**src/acrt_params.svh**
```systemverilog
// constants of the channel result and threshold block
`ifndef ACRT_PARAMS_SVH
`define ACRT_PARAMS_SVH

// channel count and result width
`define ACRT_NCH          12
`define ACRT_RES_W        12
`define ACRT_CHN_W        4

// register map, byte addresses
`define ACRT_CHAN_BASE    32'h4001c020
`define ACRT_STAT_ADDR    32'h4001c100
`define ACRT_MASK_ADDR    32'h4001c104

// channel word fields
`define ACRT_RESULT_LSB   4
`define ACRT_RANGE_LSB    16
`define ACRT_CROSS_LSB    18
`define ACRT_CHAN_LSB     26
`define ACRT_OVR_BIT      30
`define ACRT_DONE_BIT     31

// status and mask fields
`define ACRT_STAT_W       25
`define ACRT_STAT_CMP_LSB 12
`define ACRT_STAT_OVR_BIT 24
`define ACRT_STAT_RST     25'h0000000
`define ACRT_MASK_RST     25'h0000000

// compare codes
`define ACRT_RANGE_IN     2'h0
`define ACRT_RANGE_BELOW  2'h1
`define ACRT_RANGE_ABOVE  2'h2
`define ACRT_CROSS_NONE   2'h0
`define ACRT_CROSS_DOWN   2'h2
`define ACRT_CROSS_UP     2'h3

`endif

```
**src/acrt_pkg.sv**
```systemverilog
// types of the channel result and threshold block
`include "acrt_params.svh"

package acrt_pkg;

    typedef struct packed {
        logic [`ACRT_RES_W-1:0] low;
        logic [`ACRT_RES_W-1:0] high;
    } acrt_thr_type;

    typedef struct packed {
        logic                   valid;
        logic [`ACRT_CHN_W-1:0] chan;
        logic [`ACRT_RES_W-1:0] result;
    } acrt_conv_type;

    typedef struct packed {
        logic                   valid;
        logic [`ACRT_CHN_W-1:0] chan;
    } acrt_gread_type;

    typedef struct packed {
        logic                   done;
        logic                   ovr;
        logic                   seen;
        logic [1:0]             crs;
        logic [1:0]             rng;
        logic [`ACRT_RES_W-1:0] result;
    } acrt_chan_type;

endpackage

```
**src/acrt_chan.sv**
```systemverilog
// one channel: result, compare codes and flags
`timescale 1ns/1ps
`include "acrt_params.svh"

module acrt_chan (
    // clock and reset
    input  wire logic                   mclk_in,
    input  wire logic                   arst_n_in,
    // conversion and compare
    input  wire logic                   load_in,
    input  wire logic [`ACRT_RES_W-1:0] result_in,
    input  acrt_pkg::acrt_thr_type      thr_in,
    input  wire logic                   clr_in,
    // channel state
    output acrt_pkg::acrt_chan_type     state_out,
    output logic                        cmp_evt_out,
    output logic                        ovr_evt_out
);
    import acrt_pkg::*;

    logic [`ACRT_RES_W-1:0] result_r;
    logic [1:0]             rng_r;
    logic [1:0]             crs_r;
    logic                   seen_r;
    logic                   done_r;
    logic                   ovr_r;
    logic [1:0]             rng_nxt;
    logic [1:0]             crs_nxt;
    logic                   below_now;
    logic                   below_prev;

    // equal to the low threshold counts as above for crossing
    always_comb begin
        below_now  = result_in < thr_in.low;
        below_prev = result_r < thr_in.low;
        if (below_now) begin
            rng_nxt = `ACRT_RANGE_BELOW;
        end else if (result_in > thr_in.high) begin
            rng_nxt = `ACRT_RANGE_ABOVE;
        end else begin
            rng_nxt = `ACRT_RANGE_IN;
        end
        // no previous sample after reset, so no crossing on the first
        if (!seen_r || (below_now == below_prev)) begin
            crs_nxt = `ACRT_CROSS_NONE;
        end else if (below_now) begin
            crs_nxt = `ACRT_CROSS_DOWN;
        end else begin
            crs_nxt = `ACRT_CROSS_UP;
        end
    end

    // result and both codes move in one edge
    always_ff @(posedge mclk_in or negedge arst_n_in) begin
        if (!arst_n_in) begin
            result_r <= '0;
            rng_r    <= `ACRT_RANGE_IN;
            crs_r    <= `ACRT_CROSS_NONE;
            seen_r   <= 1'b0;
        end else if (load_in) begin
            result_r <= result_in;
            rng_r    <= rng_nxt;
            crs_r    <= crs_nxt;
            seen_r   <= 1'b1;
        end
    end

    // a new result wins over a read in the same cycle
    always_ff @(posedge mclk_in or negedge arst_n_in) begin
        if (!arst_n_in) begin
            done_r <= 1'b0;
        end else if (load_in) begin
            done_r <= 1'b1;
        end else if (clr_in) begin
            done_r <= 1'b0;
        end
    end

    // a result read in the same cycle is not overwritten unread
    assign ovr_evt_out = load_in && done_r && !clr_in;

    always_ff @(posedge mclk_in or negedge arst_n_in) begin
        if (!arst_n_in) begin
            ovr_r <= 1'b0;
        end else if (ovr_evt_out) begin
            ovr_r <= 1'b1;
        end else if (clr_in) begin
            ovr_r <= 1'b0;
        end
    end

    assign cmp_evt_out = load_in &&
                         ((rng_nxt != `ACRT_RANGE_IN) || (crs_nxt != `ACRT_CROSS_NONE));

    assign state_out = '{done: done_r, ovr: ovr_r, seen: seen_r, crs: crs_r,
                         rng: rng_r, result: result_r};

endmodule // acrt_chan

```
**src/acrt_top.sv**
```systemverilog
// channel result registers with threshold compare, apb slave and interrupt
//
// Our own choice: the APB register port.
`timescale 1ns/1ps
`include "acrt_params.svh"

module acrt_top (
    // clock and reset
    input  wire logic                   mclk_in,
    input  wire logic                   arst_n_in,
    // apb slave
    input  wire logic                   psel_in,
    input  wire logic                   penable_in,
    input  wire logic                   pwrite_in,
    input  wire logic [31:0]            paddr_in,
    input  wire logic [31:0]            pwdata_in,
    output logic      [31:0]            prdata_out,
    output logic                        pready_out,
    output logic                        pslverr_out,
    // converter side
    input  acrt_pkg::acrt_conv_type     conv_in,
    input  acrt_pkg::acrt_gread_type    gread_in,
    // thresholds and set select
    input  acrt_pkg::acrt_thr_type      thr0_in,
    input  acrt_pkg::acrt_thr_type      thr1_in,
    input  wire logic [`ACRT_NCH-1:0]   thr_sel_in,
    // flags and requests
    output logic      [`ACRT_NCH-1:0]   done_flags_out,
    output logic      [`ACRT_NCH-1:0]   ovr_flags_out,
    output logic                        overrun_req_out,
    output logic                        irq_out
);
    import acrt_pkg::*;

    localparam int NCH = `ACRT_NCH;

    acrt_chan_type           ch_st    [NCH];
    acrt_thr_type            sel_thr  [NCH];
    logic [31:0]             word     [NCH];
    logic [NCH-1:0]          load;
    logic [NCH-1:0]          clr;
    logic [NCH-1:0]          cmp_evt;
    logic [NCH-1:0]          ovr_evt;
    logic [NCH-1:0]          rd_clr;

    logic [31:0]             off;
    logic [3:0]              idx;
    logic                    chan_hit;
    logic                    stat_hit;
    logic                    mask_hit;
    logic                    setup;
    logic                    access;
    logic                    stat_clr;
    logic [31:0]             rd_word;
    logic                    rd_err;

    logic [31:0]             prdata_r;
    logic                    err_r;
    logic [`ACRT_STAT_W-1:0] stat_r;
    logic [`ACRT_STAT_W-1:0] stat_nxt;
    logic [`ACRT_STAT_W-1:0] mask_r;

    // address decode
    assign off      = paddr_in - `ACRT_CHAN_BASE;
    assign idx      = off[5:2];
    assign chan_hit = (off[1:0] == 2'h0) && (off[31:2] < 30'(NCH));
    assign stat_hit = paddr_in == `ACRT_STAT_ADDR;
    assign mask_hit = paddr_in == `ACRT_MASK_ADDR;
    assign setup    = psel_in && !penable_in;
    assign access   = psel_in && penable_in;
    assign stat_clr = setup && !pwrite_in && stat_hit;

    // per channel state and word
    genvar g;
    generate
        for (g = 0; g < NCH; g++) begin : gen_ch
            assign sel_thr[g] = thr_sel_in[g] ? thr1_in : thr0_in;
            assign load[g]    = conv_in.valid && (conv_in.chan == 4'(g));
            // clear is taken where the data is sampled so nothing slips between
            assign rd_clr[g]  = setup && !pwrite_in && chan_hit && (idx == 4'(g));
            assign clr[g]     = rd_clr[g] ||
                                (gread_in.valid && (gread_in.chan == 4'(g)));

            acrt_chan u_chan (
                .mclk_in     (mclk_in),
                .arst_n_in   (arst_n_in),
                .load_in     (load[g]),
                .result_in   (conv_in.result),
                .thr_in      (sel_thr[g]),
                .clr_in      (clr[g]),
                .state_out   (ch_st[g]),
                .cmp_evt_out (cmp_evt[g]),
                .ovr_evt_out (ovr_evt[g])
            );

            // reserved fields read as zero
            assign word[g] = {ch_st[g].done, ch_st[g].ovr, 4'(g), 6'h00,
                              ch_st[g].crs, ch_st[g].rng,
                              ch_st[g].result, 4'h0};

            assign done_flags_out[g] = ch_st[g].done;
            assign ovr_flags_out[g]  = ch_st[g].ovr;
        end
    endgenerate

    // read mux; channel words are read only, writes to them are dropped
    always_comb begin
        rd_word = 32'h0;
        rd_err  = 1'b0;
        if (chan_hit) begin
            rd_word = word[idx];
        end else if (stat_hit) begin
            rd_word = {7'h00, stat_r};
        end else if (mask_hit) begin
            rd_word = {7'h00, mask_r};
        end else begin
            rd_err = 1'b1;
        end
    end

    // data sampled in setup so the access phase needs no wait
    always_ff @(posedge mclk_in or negedge arst_n_in) begin
        if (!arst_n_in) begin
            prdata_r <= 32'h0;
            err_r    <= 1'b0;
        end else if (setup) begin
            prdata_r <= pwrite_in ? 32'h0 : rd_word;
            err_r    <= rd_err;
        end
    end

    assign prdata_out  = prdata_r;
    assign pready_out  = 1'b1;
    assign pslverr_out = access && err_r;

    // mask register
    always_ff @(posedge mclk_in or negedge arst_n_in) begin
        if (!arst_n_in) begin
            mask_r <= `ACRT_MASK_RST;
        end else if (access && pwrite_in && mask_hit) begin
            mask_r <= pwdata_in[`ACRT_STAT_W-1:0];
        end
    end

    // sticky status, cleared by its read; a new event wins
    always_comb begin
        stat_nxt = stat_clr ? `ACRT_STAT_RST : stat_r;
        stat_nxt[NCH-1:0] = stat_nxt[NCH-1:0] | load;
        stat_nxt[`ACRT_STAT_CMP_LSB +: NCH] = stat_nxt[`ACRT_STAT_CMP_LSB +: NCH] | cmp_evt;
        stat_nxt[`ACRT_STAT_OVR_BIT] = stat_nxt[`ACRT_STAT_OVR_BIT] | (|ovr_evt);
    end

    always_ff @(posedge mclk_in or negedge arst_n_in) begin
        if (!arst_n_in) begin
            stat_r <= `ACRT_STAT_RST;
        end else begin
            stat_r <= stat_nxt;
        end
    end

    assign irq_out         = |(stat_r & mask_r);
    // any channel's overrun flag raises the level request while mask bit 24 is set
    assign overrun_req_out = (|ovr_flags_out) && mask_r[`ACRT_STAT_OVR_BIT];

    generate
        for (g = 0; g < NCH; g++) begin : gen_chk

        end
    endgenerate
endmodule // acrt_top

```
**config.mk**
```make
export PLATFORM = sky130hd
export DESIGN_NAME = acrt_top
export DESIGN_NICKNAME = d
export VERILOG_FILES = /design/src/acrt_pkg.sv /design/src/acrt_chan.sv /design/src/acrt_top.sv
export VERILOG_INCLUDE_DIRS = /design/src
export SDC_FILE = /design/constraint.sdc
export NUM_CORES = 1
export LEC_CHECK = 0
export ABC_AREA = 1
export BUFFER_PORTS_ARGS = -buffer_cell sky130_fd_sc_hd__buf_2
export CORE_MARGIN = 3
export CORE_UTILIZATION = 55
export DETAILED_ROUTE_END_ITERATION = 6
export PLACE_DENSITY_LB_ADDON = 0.3
export RECOVER_POWER = 25
export SYNTH_ARGS = -nofsm -noshare
export SYNTH_HDL_FRONTEND = slang
export SYNTH_SLANG_ARGS = --single-unit
export TNS_END_PERCENT = 20
```
**constraint.sdc**
```tcl
create_clock -name mclk_in -period 4.5 [get_ports mclk_in]
set_clock_uncertainty 0.05 [all_clocks]
set_input_delay 0.9 -clock mclk_in [delete_from_list [all_inputs] [get_ports mclk_in]]
set_output_delay 0.9 -clock mclk_in [all_outputs]
set_load 0.02 [all_outputs]
```
==> results.json, run 1 <==
{
  "tns_ps": 0,
  "setup.worst_path.class": "input pin to register",
  "syn_inst": 3750,
  "p_seq_frac": 0.391,
  "drt_iter0_drc": 2646,
  "ys_ff_latch": 310,
  "powerDensity_mw_per_mm2": 322.0,
  "hold_buffers": 0,
  "cts_tree": "done",
  "outcome": "finished, violations left",
  "gr-total-overflow": 0,
  "swShare": 0.3629,
  "wirelength_um": 88110,
  "hold_viol": 0,
  "numCtsBuffers": 35,
  "cp.required_ps": 4850,
  "fin_crit_sh": 0.7539,
  "grt_max_degree": 91,
  "clockBufferDepth": 3,
  "routedWlPerCell_um": 19.72,
  "ant_nets": 0,
  "ioPinCount": 211,
  "fin_crit_ps": 3393,
  "viasPerCell": 6.034,
  "tightest_slew_ps": 2261,
  "cp_data_arrival_time_ps": 3750,
  "combPwrFrac": 0.298,
  "cap_violations": 2,
  "gp_congestion": 0.9497,
  "ir_drop_v": 0.0003013,
  "max_freq_ghz": 0.2947,
  "p_switching_mw": 3.427,
  "coreArea_mm2": 0.04825,
  "clkSlewWorstSetupHoldPaths_ps": 70,
  "total_power_mw": 9.443,
  "hold_class": "input pin to asynchronous set/reset pin",
  "setup_violations": 0,
  "drcViolationCount": 0,
  "place_hpwl_um": 64440,
  "post-cts-setup-buffers": 0,
  "violations": "capacitance limit, slew limit",
  "vias": 26955,
  "fp.dieW_um": 228.0,
  "synth_area_leaders": "dfrtp_1, ha_1, nand2_1",
  "maxSlewViolCount": 165,
  "synth_edf_count": 0,
  "clock-root-buffer": "clkbuf_16",
  "synth_common_cells": "nand2_1, o21ai_0, ha_1, dfrtp_1, inv_1",
  "grt_pass1_wl_um": 138800,
  "grt_pass1_vias": 25307,
  "clockPowerShare": 0.311,
  "die_area_mm2": 0.05200,
  "synth_cell_type_count": 55,
  "p_leak_nw": 14.78,
  "synth_top_area_cell": "dfrtp_1",
  "grt_usage": 0.3309,
  "async_flop_share": 1.000,
  "syn_area_per_cell_um2": 7.230,
  "h-tree-depth": 2,
  "rows": 80,
  "io_buffers": 201,
  "netlist_area_mm2": 0.02711,
  "post_cts_resized": 0,
  "drive_above_1_share": 0.1009,
  "layout.nets": 4341,
  "syn_nets": 4310,
  "synth.top_cell.area_share": 0.2861,
  "start_util": 0.5620,
  "antenna_found_initial": 6,
  "slew_headroom": -0.5073,
  "reg2reg_from": "gen_ch[8].u_chan.result_r[1]",
  "insertion_delay_ps": 530,
  "crit_path_start_kind": "input pin",
  "die_h_um": 228.0,
  "yosys_warnings": 0,
  "firstDrtPassIters": 6,
  "synth_flop_cell": "dfrtp_1",
  "cts.sinks": 310,
  "rsz0062_at_grt": "false",
  "cp-end-kind": "register",
  "internal_power_mw": 6.016,
  "path_max_fanout": 15,
  "area_delta_synth_final_pct": 8.150,
  "synth_seq_area_share": 0.2861,
  "fill_cells": 4545,
  "synth.most_common_cell": "nand2_1",
  "cp-startpoint": "paddr_in[21]"
}
## cell usage in the layout (no fill, tap or decap), types with 6 or more instances in the layout
master / synthesis / layout
nand2_1: 939 / 937
o21ai_0: 643 / 643
ha_1: 409 / 409
dfrtp_1: 310 / 310
inv_1: 261 / 261
a21oi_1: 251 / 251
buf_2: 7 / 198
nor2_1: 163 / 163
nand3_1: 114 / 114
o22ai_1: 86 / 86
nand4_1: 80 / 80
clkbuf_16: 0 / 36
buf_4: 28 / 29
a211oi_1: 28 / 28
o21ai_1: 24 / 24
o211ai_1: 22 / 22
inv_2: 17 / 17
mux2_2: 16 / 16
nor3_1: 15 / 15
nand3_2: 15 / 15
nand2_2: 7 / 9
mux2_1: 9 / 9
clkinv_2: 0 / 9
nor2_2: 8 / 8
o21a_1: 8 / 8
or2_2: 8 / 8
diode_2: 0 / 7
a221oi_1: 7 / 7
nor2_4: 6 / 6
a211o_1: 6 / 6
nor4_1: 6 / 6
clkbuf_8: 0 / 6
clkbuf_1: 196 / 6
## metal layers
layer | vias to the layer above | GRT usage | wire length, um | share of wire
met3 | 212 | 0.04865 | 9213 | 0.10
met1 | 12452 | 0.4741 | 37170 | 0.42
met4 | 0 | 0.1434 | 4211 | 0.048
met5 | - | 0 | 0 | 0
li1 | 12985 | - | - | -
met2 | 1306 | 0.4983 | 37510 | 0.43
## path summary, 6_finish.rpt
check                                          endpoint  depth (start not counted)  slack [ps]
setup / recovery                             stat_r[16]                         12        1110
hold / removal                           prdata_out[23]                          1         250
setup reg to reg              gen_ch[8].u_chan.crs_r[1]                          9        2360
hold reg to reg                 gen_ch[4].u_chan.seen_r                          2         400
max in group asynchronous  gen_ch[1].u_chan.result_r[0]                          2        1480
min in group mclk_in            gen_ch[4].u_chan.seen_r                          2         400
## power by group through the flow
stage | clock network, mW | registers, mW | logic, mW
2_1_floorplan | 0 | 3.56 | 2.00
3_3_place_gp | 0 | 3.70 | 2.67
3_5_place_dp | 0 | 3.71 | 2.77
4_1_cts | 2.95 | 3.67 | 2.78
5_1_grt | 3.07 | 3.74 | 3.24
6_report | 2.94 | 3.69 | 2.82
## state kept, by name, indices dropped and copies added (netlist names)
| name | cells |
|---|---|
| gen_ch.u_chan.result_r | 144 |
| prdata_out | 31 |
| mask_r | 25 |
| stat_r | 25 |
| gen_ch.u_chan.crs_r | 24 |
| gen_ch.u_chan.rng_r | 24 |
| gen_ch.u_chan.done_r | 12 |
| gen_ch.u_chan.ovr_r | 12 |
| gen_ch.u_chan.seen_r | 12 |
| err_r | 1 |
## cell type report
type	instances	area, um2	area share
diodes	7	17.52	0.0005974
inverters	282	1061	0.03619
clock buffers	46	998.5	0.03405
flip-flops and latches	310	7757	0.2646
clock inverters	14	160.2	0.005462
repair buffers	232	1241	0.04233
multi-input cells	2920	17270	0.5888
well taps	656	820.8	0.02799
## metrics by stage
| step | setup slack, ps | hold WS, ps | std cells | cell area (um2) | utilization |
|---|---|---|---|---|---|
| final | 1107 | 250.1 | 4467 | 29320 | 0.6078 |
| after global routing | 802.0 | 305.2 | 4466 | 29320 | 0.6077 |
| after CTS | 1215 | 297.7 | 4460 | 29340 | 0.6081 |
| after detailed placement | 706.3 | 388.5 | 4400 | 28180 | 0.5841 |
| after global placement | 757.0 | 382.9 | 4400 | 28180 | 0.5841 |
| after floorplan | 1181 | 372.4 | 3750 | 27110 | - |
## cell families after synthesis
group | Yosys count | share of synthesized area
mux | 25 | 0.01038
flops | 310 | 0.2861
other cells | 2 | 0.0002770
compound gates | 1103 | 0.2185
fa+ha+maj | 409 | 0.1887
simple gates | 1377 | 0.2175
xor+xnor | 4 | 0.001292
buf+inv | 520 | 0.07725
## worst max-delay path, stage by stage
cell and delay (ps):
buf_2 120, nor2_1 180, nand3_1 150, nor2_1 150
nand2_1 120, nor3_2 240, nand2_1 200, nor2_1 660
inv_1 460, buf_4 330, a21oi_1 150, nand2_1 80
(Power assumes the default switching activity.)
==> inputs of run 2 (changes only) <==
Settings changed: ABC_AREA 1 to 0.
Clock period 4.5 ns to 2.9 ns, I/O delays scaled along.
==> results.json, run 2 <==
{
  "outcome": "finished, violations left",
  "violations": "capacitance limit, slew limit, setup timing",
  "gr-total-overflow": 0,
  "hold_viol": 0,
  "insertion_delay_ps": 570,
  "async_flop_share": 1.000,
  "clockBufferDepth": 3,
  "drcViolationCount": 0,
  "synth_cell_type_count": 75,
  "viasPerCell": 6.426,
  "fp.dieW_um": 226.1,
  "syn_inst": 2799,
  "rows": 80,
  "maxSlewViolCount": 68,
  "p_leak_nw": 16.86,
  "ys_ff_latch": 310,
  "cp.required_ps": 3270,
  "final_common_cell": "nand2_1",
  "rsz0062_at_grt": "true",
  "ant_nets": 0,
  "clkSlewWorstSetupHoldPaths_ps": 60,
  "setup.worst_path.class": "input pin to register",
  "yosys_warnings": 0,
  "fill_cells": 3816,
  "synth.most_common_cell": "nand2_1",
  "synth.top_cell.area_share": 0.2911,
  "powerDensity_mw_per_mm2": 497.2,
  "slowest_delay_ps": 530,
  "grt_pass1_vias": 25409,
  "path_max_fanout": 4,
  "cp_slowest_cell": "or4_4",
  "firstDrtPassIters": 5,
  "crit_path_start_kind": "input pin",
  "slew_headroom": -0.2632,
  "fin_ws_ps": -20.17,
  "grt_max_degree": 69,
  "clock-root-buffer": "clkbuf_16",
  "critical_path.top_delay_family": "simple AND/OR/NAND/NOR gates",
  "die_h_um": 226.1,
  "wirelength_um": 97330,
  "cp-end-kind": "register",
  "antenna_found_initial": 9,
  "synth_edf_count": 0,
  "area_delta_synth_final_pct": 21.28,
  "cap_violations": 1,
  "coreArea_mm2": 0.04785,
  "cts_tree": "done",
  "syn_area_per_cell_um2": 9.521,
  "post-place-ws_ps": -791.5,
  "synth_flop_cell": "dfrtp_1",
  "io_buffers": 201,
  "whs_ps": 182.9,
  "grt_usage": 0.3772,
  "largest_reg_flops": 144,
  "fin_crit_ps": 2920,
  "cp_num_buf_inv": 1,
  "cts.sinks": 310,
  "h-tree-depth": 2,
  "synth_area_leaders": "dfrtp_1, ha_1, mux2i_1",
  "cp_data_arrival_time_ps": 3290,
  "drt_iter0_drc": 2076,
  "start_util": 0.5570,
  "numCtsBuffers": 36,
  "setup_violations": 1,
  "hold_class": "input pin to register",
  "top_register": "gen_ch.u_chan.result_r",
  "synth_seq_area_share": 0.2911,
  "synth_top_area_cell": "dfrtp_1",
  "worstPathCellList": "buf_6 -> or4_4 -> or4_4 -> a311o_1 -> a21oi_1 -> and4b_2 -> and3_4 -> a211oi_2 -> a2111oi_2 -> nand4_1",
  "routedWlPerCell_um": 25.14,
  "grt_pass1_wl_um": 147600,
  "layout.nets": 3790,
  "drive_above_1_share": 0.2474,
  "total_power_mw": 16.07,
  "die_area_mm2": 0.05113,
  "fin_util": 0.6755,
  "cp_common_cell": "or4_4",
  "fin_crit_sh": 1.007,
  "mostFrequentLayoutCells": "nand2_1, ha_1, buf_4",
  "netlist_area_mm2": 0.02665,
  "ioPinCount": 211,
  "tightest_slew_ps": 1895,
  "gp_congestion": 1.012,
  "place_hpwl_um": 76580,
  "synth_common_cells": "nand2_1, ha_1, dfrtp_1, mux2i_1, clkbuf_1",
  "syn_nets": 3359,
  "vias": 24876,
  "ir_drop_v": 0.0004161,
  "max_freq_ghz": 0.3424
}
[run 2: changes by cell type after synthesis, moves of 78 or more]
cell and change:
nand2_1 -443, o21ai_0 -512, nand3_1 -85, a21o_1 +102
o22ai_1 -85, inv_1 -248, mux2i_1 +278, nor2_1 -78
a21oi_1 -140
[run 2: layout make-up]
cell class | count | area [um2] | share of cell area
Antenna cell | 2 | 5.005 | 0.0001548
Clock buffer | 47 | 982.2 | 0.03039
Clock inverter | 15 | 221.5 | 0.006852
Inverter | 13 | 48.80 | 0.001510
Multi-Input combinational cell | 2277 | 18080 | 0.5594
Sequential cell | 310 | 7757 | 0.2400
Tap cell | 615 | 769.5 | 0.02381
Timing Repair Buffer | 592 | 4457 | 0.1379
[run 2: power breakdown]
group	switching [mW]	internal, mW
Combinational	2.90	2.52
Clock	1.97	2.77
Sequential	0.824	5.09
[run 2: final timing paths]
check                                                   from                           end  slack [ps]  cells after the start
worst min register to register                prdata_out[26]                prdata_out[26]         430                      2
worst min-delay path                           pwdata_in[23]                    mask_r[23]         180                      2
worst max register to register  gen_ch[0].u_chan.result_r[1]                    stat_r[12]         490                     10
max in group asynchronous                          arst_n_in  gen_ch[2].u_chan.result_r[1]         400                      3
min in group asynchronous                          arst_n_in     gen_ch[7].u_chan.crs_r[0]        1010                      2
worst max-delay path                            paddr_in[23]                    stat_r[24]         -20                     10
[run 2: logic make-up after synthesis]
kind of cell	share of synthesized area
flip-flops	0.2911
adder cells (fa/ha/maj)	0.1920
AND/OR/NAND/NOR	0.1469
other	0.0002818
multiplexers	0.1830
XOR/XNOR	0.003287
buffers and inverters	0.03394
AO/OA/AOI/OAI	0.1494
[run 2: timing repair]
action | CTS | global route
hold buffers | 1 | 0
endpoints found under the hold margin | 61 | 0
buffers inserted | 0 | 1
gates resized for setup | 5 | 10
pin swaps | 1 | 1
endpoints found under the setup margin | 9 | 50
[run 2: routing by layer]
metal  global-route usage  up-vias  wire, um  share of wire
met1               0.4442    11931     36840           0.38
li1                     -    11240         -              -
met2               0.6185     1276     44220           0.45
met4               0.2614       14      8002          0.082
met3              0.07929      415      8192          0.084
met5                    0        -        77        0.00079
[run 2: metrics by stage]
stage / setup TNS [ps] / area [um2] / instances
3_3_place_gp: -39930 / 31100 / 3805
4_1_cts: 0 / 32320 / 3868
5_1_grt: -88.82 / 32320 / 3869
3_5_place_dp: -43650 / 31100 / 3805
2_1_floorplan: -10630 / 26830 / 2799
6_report: -20.17 / 32320 / 3871
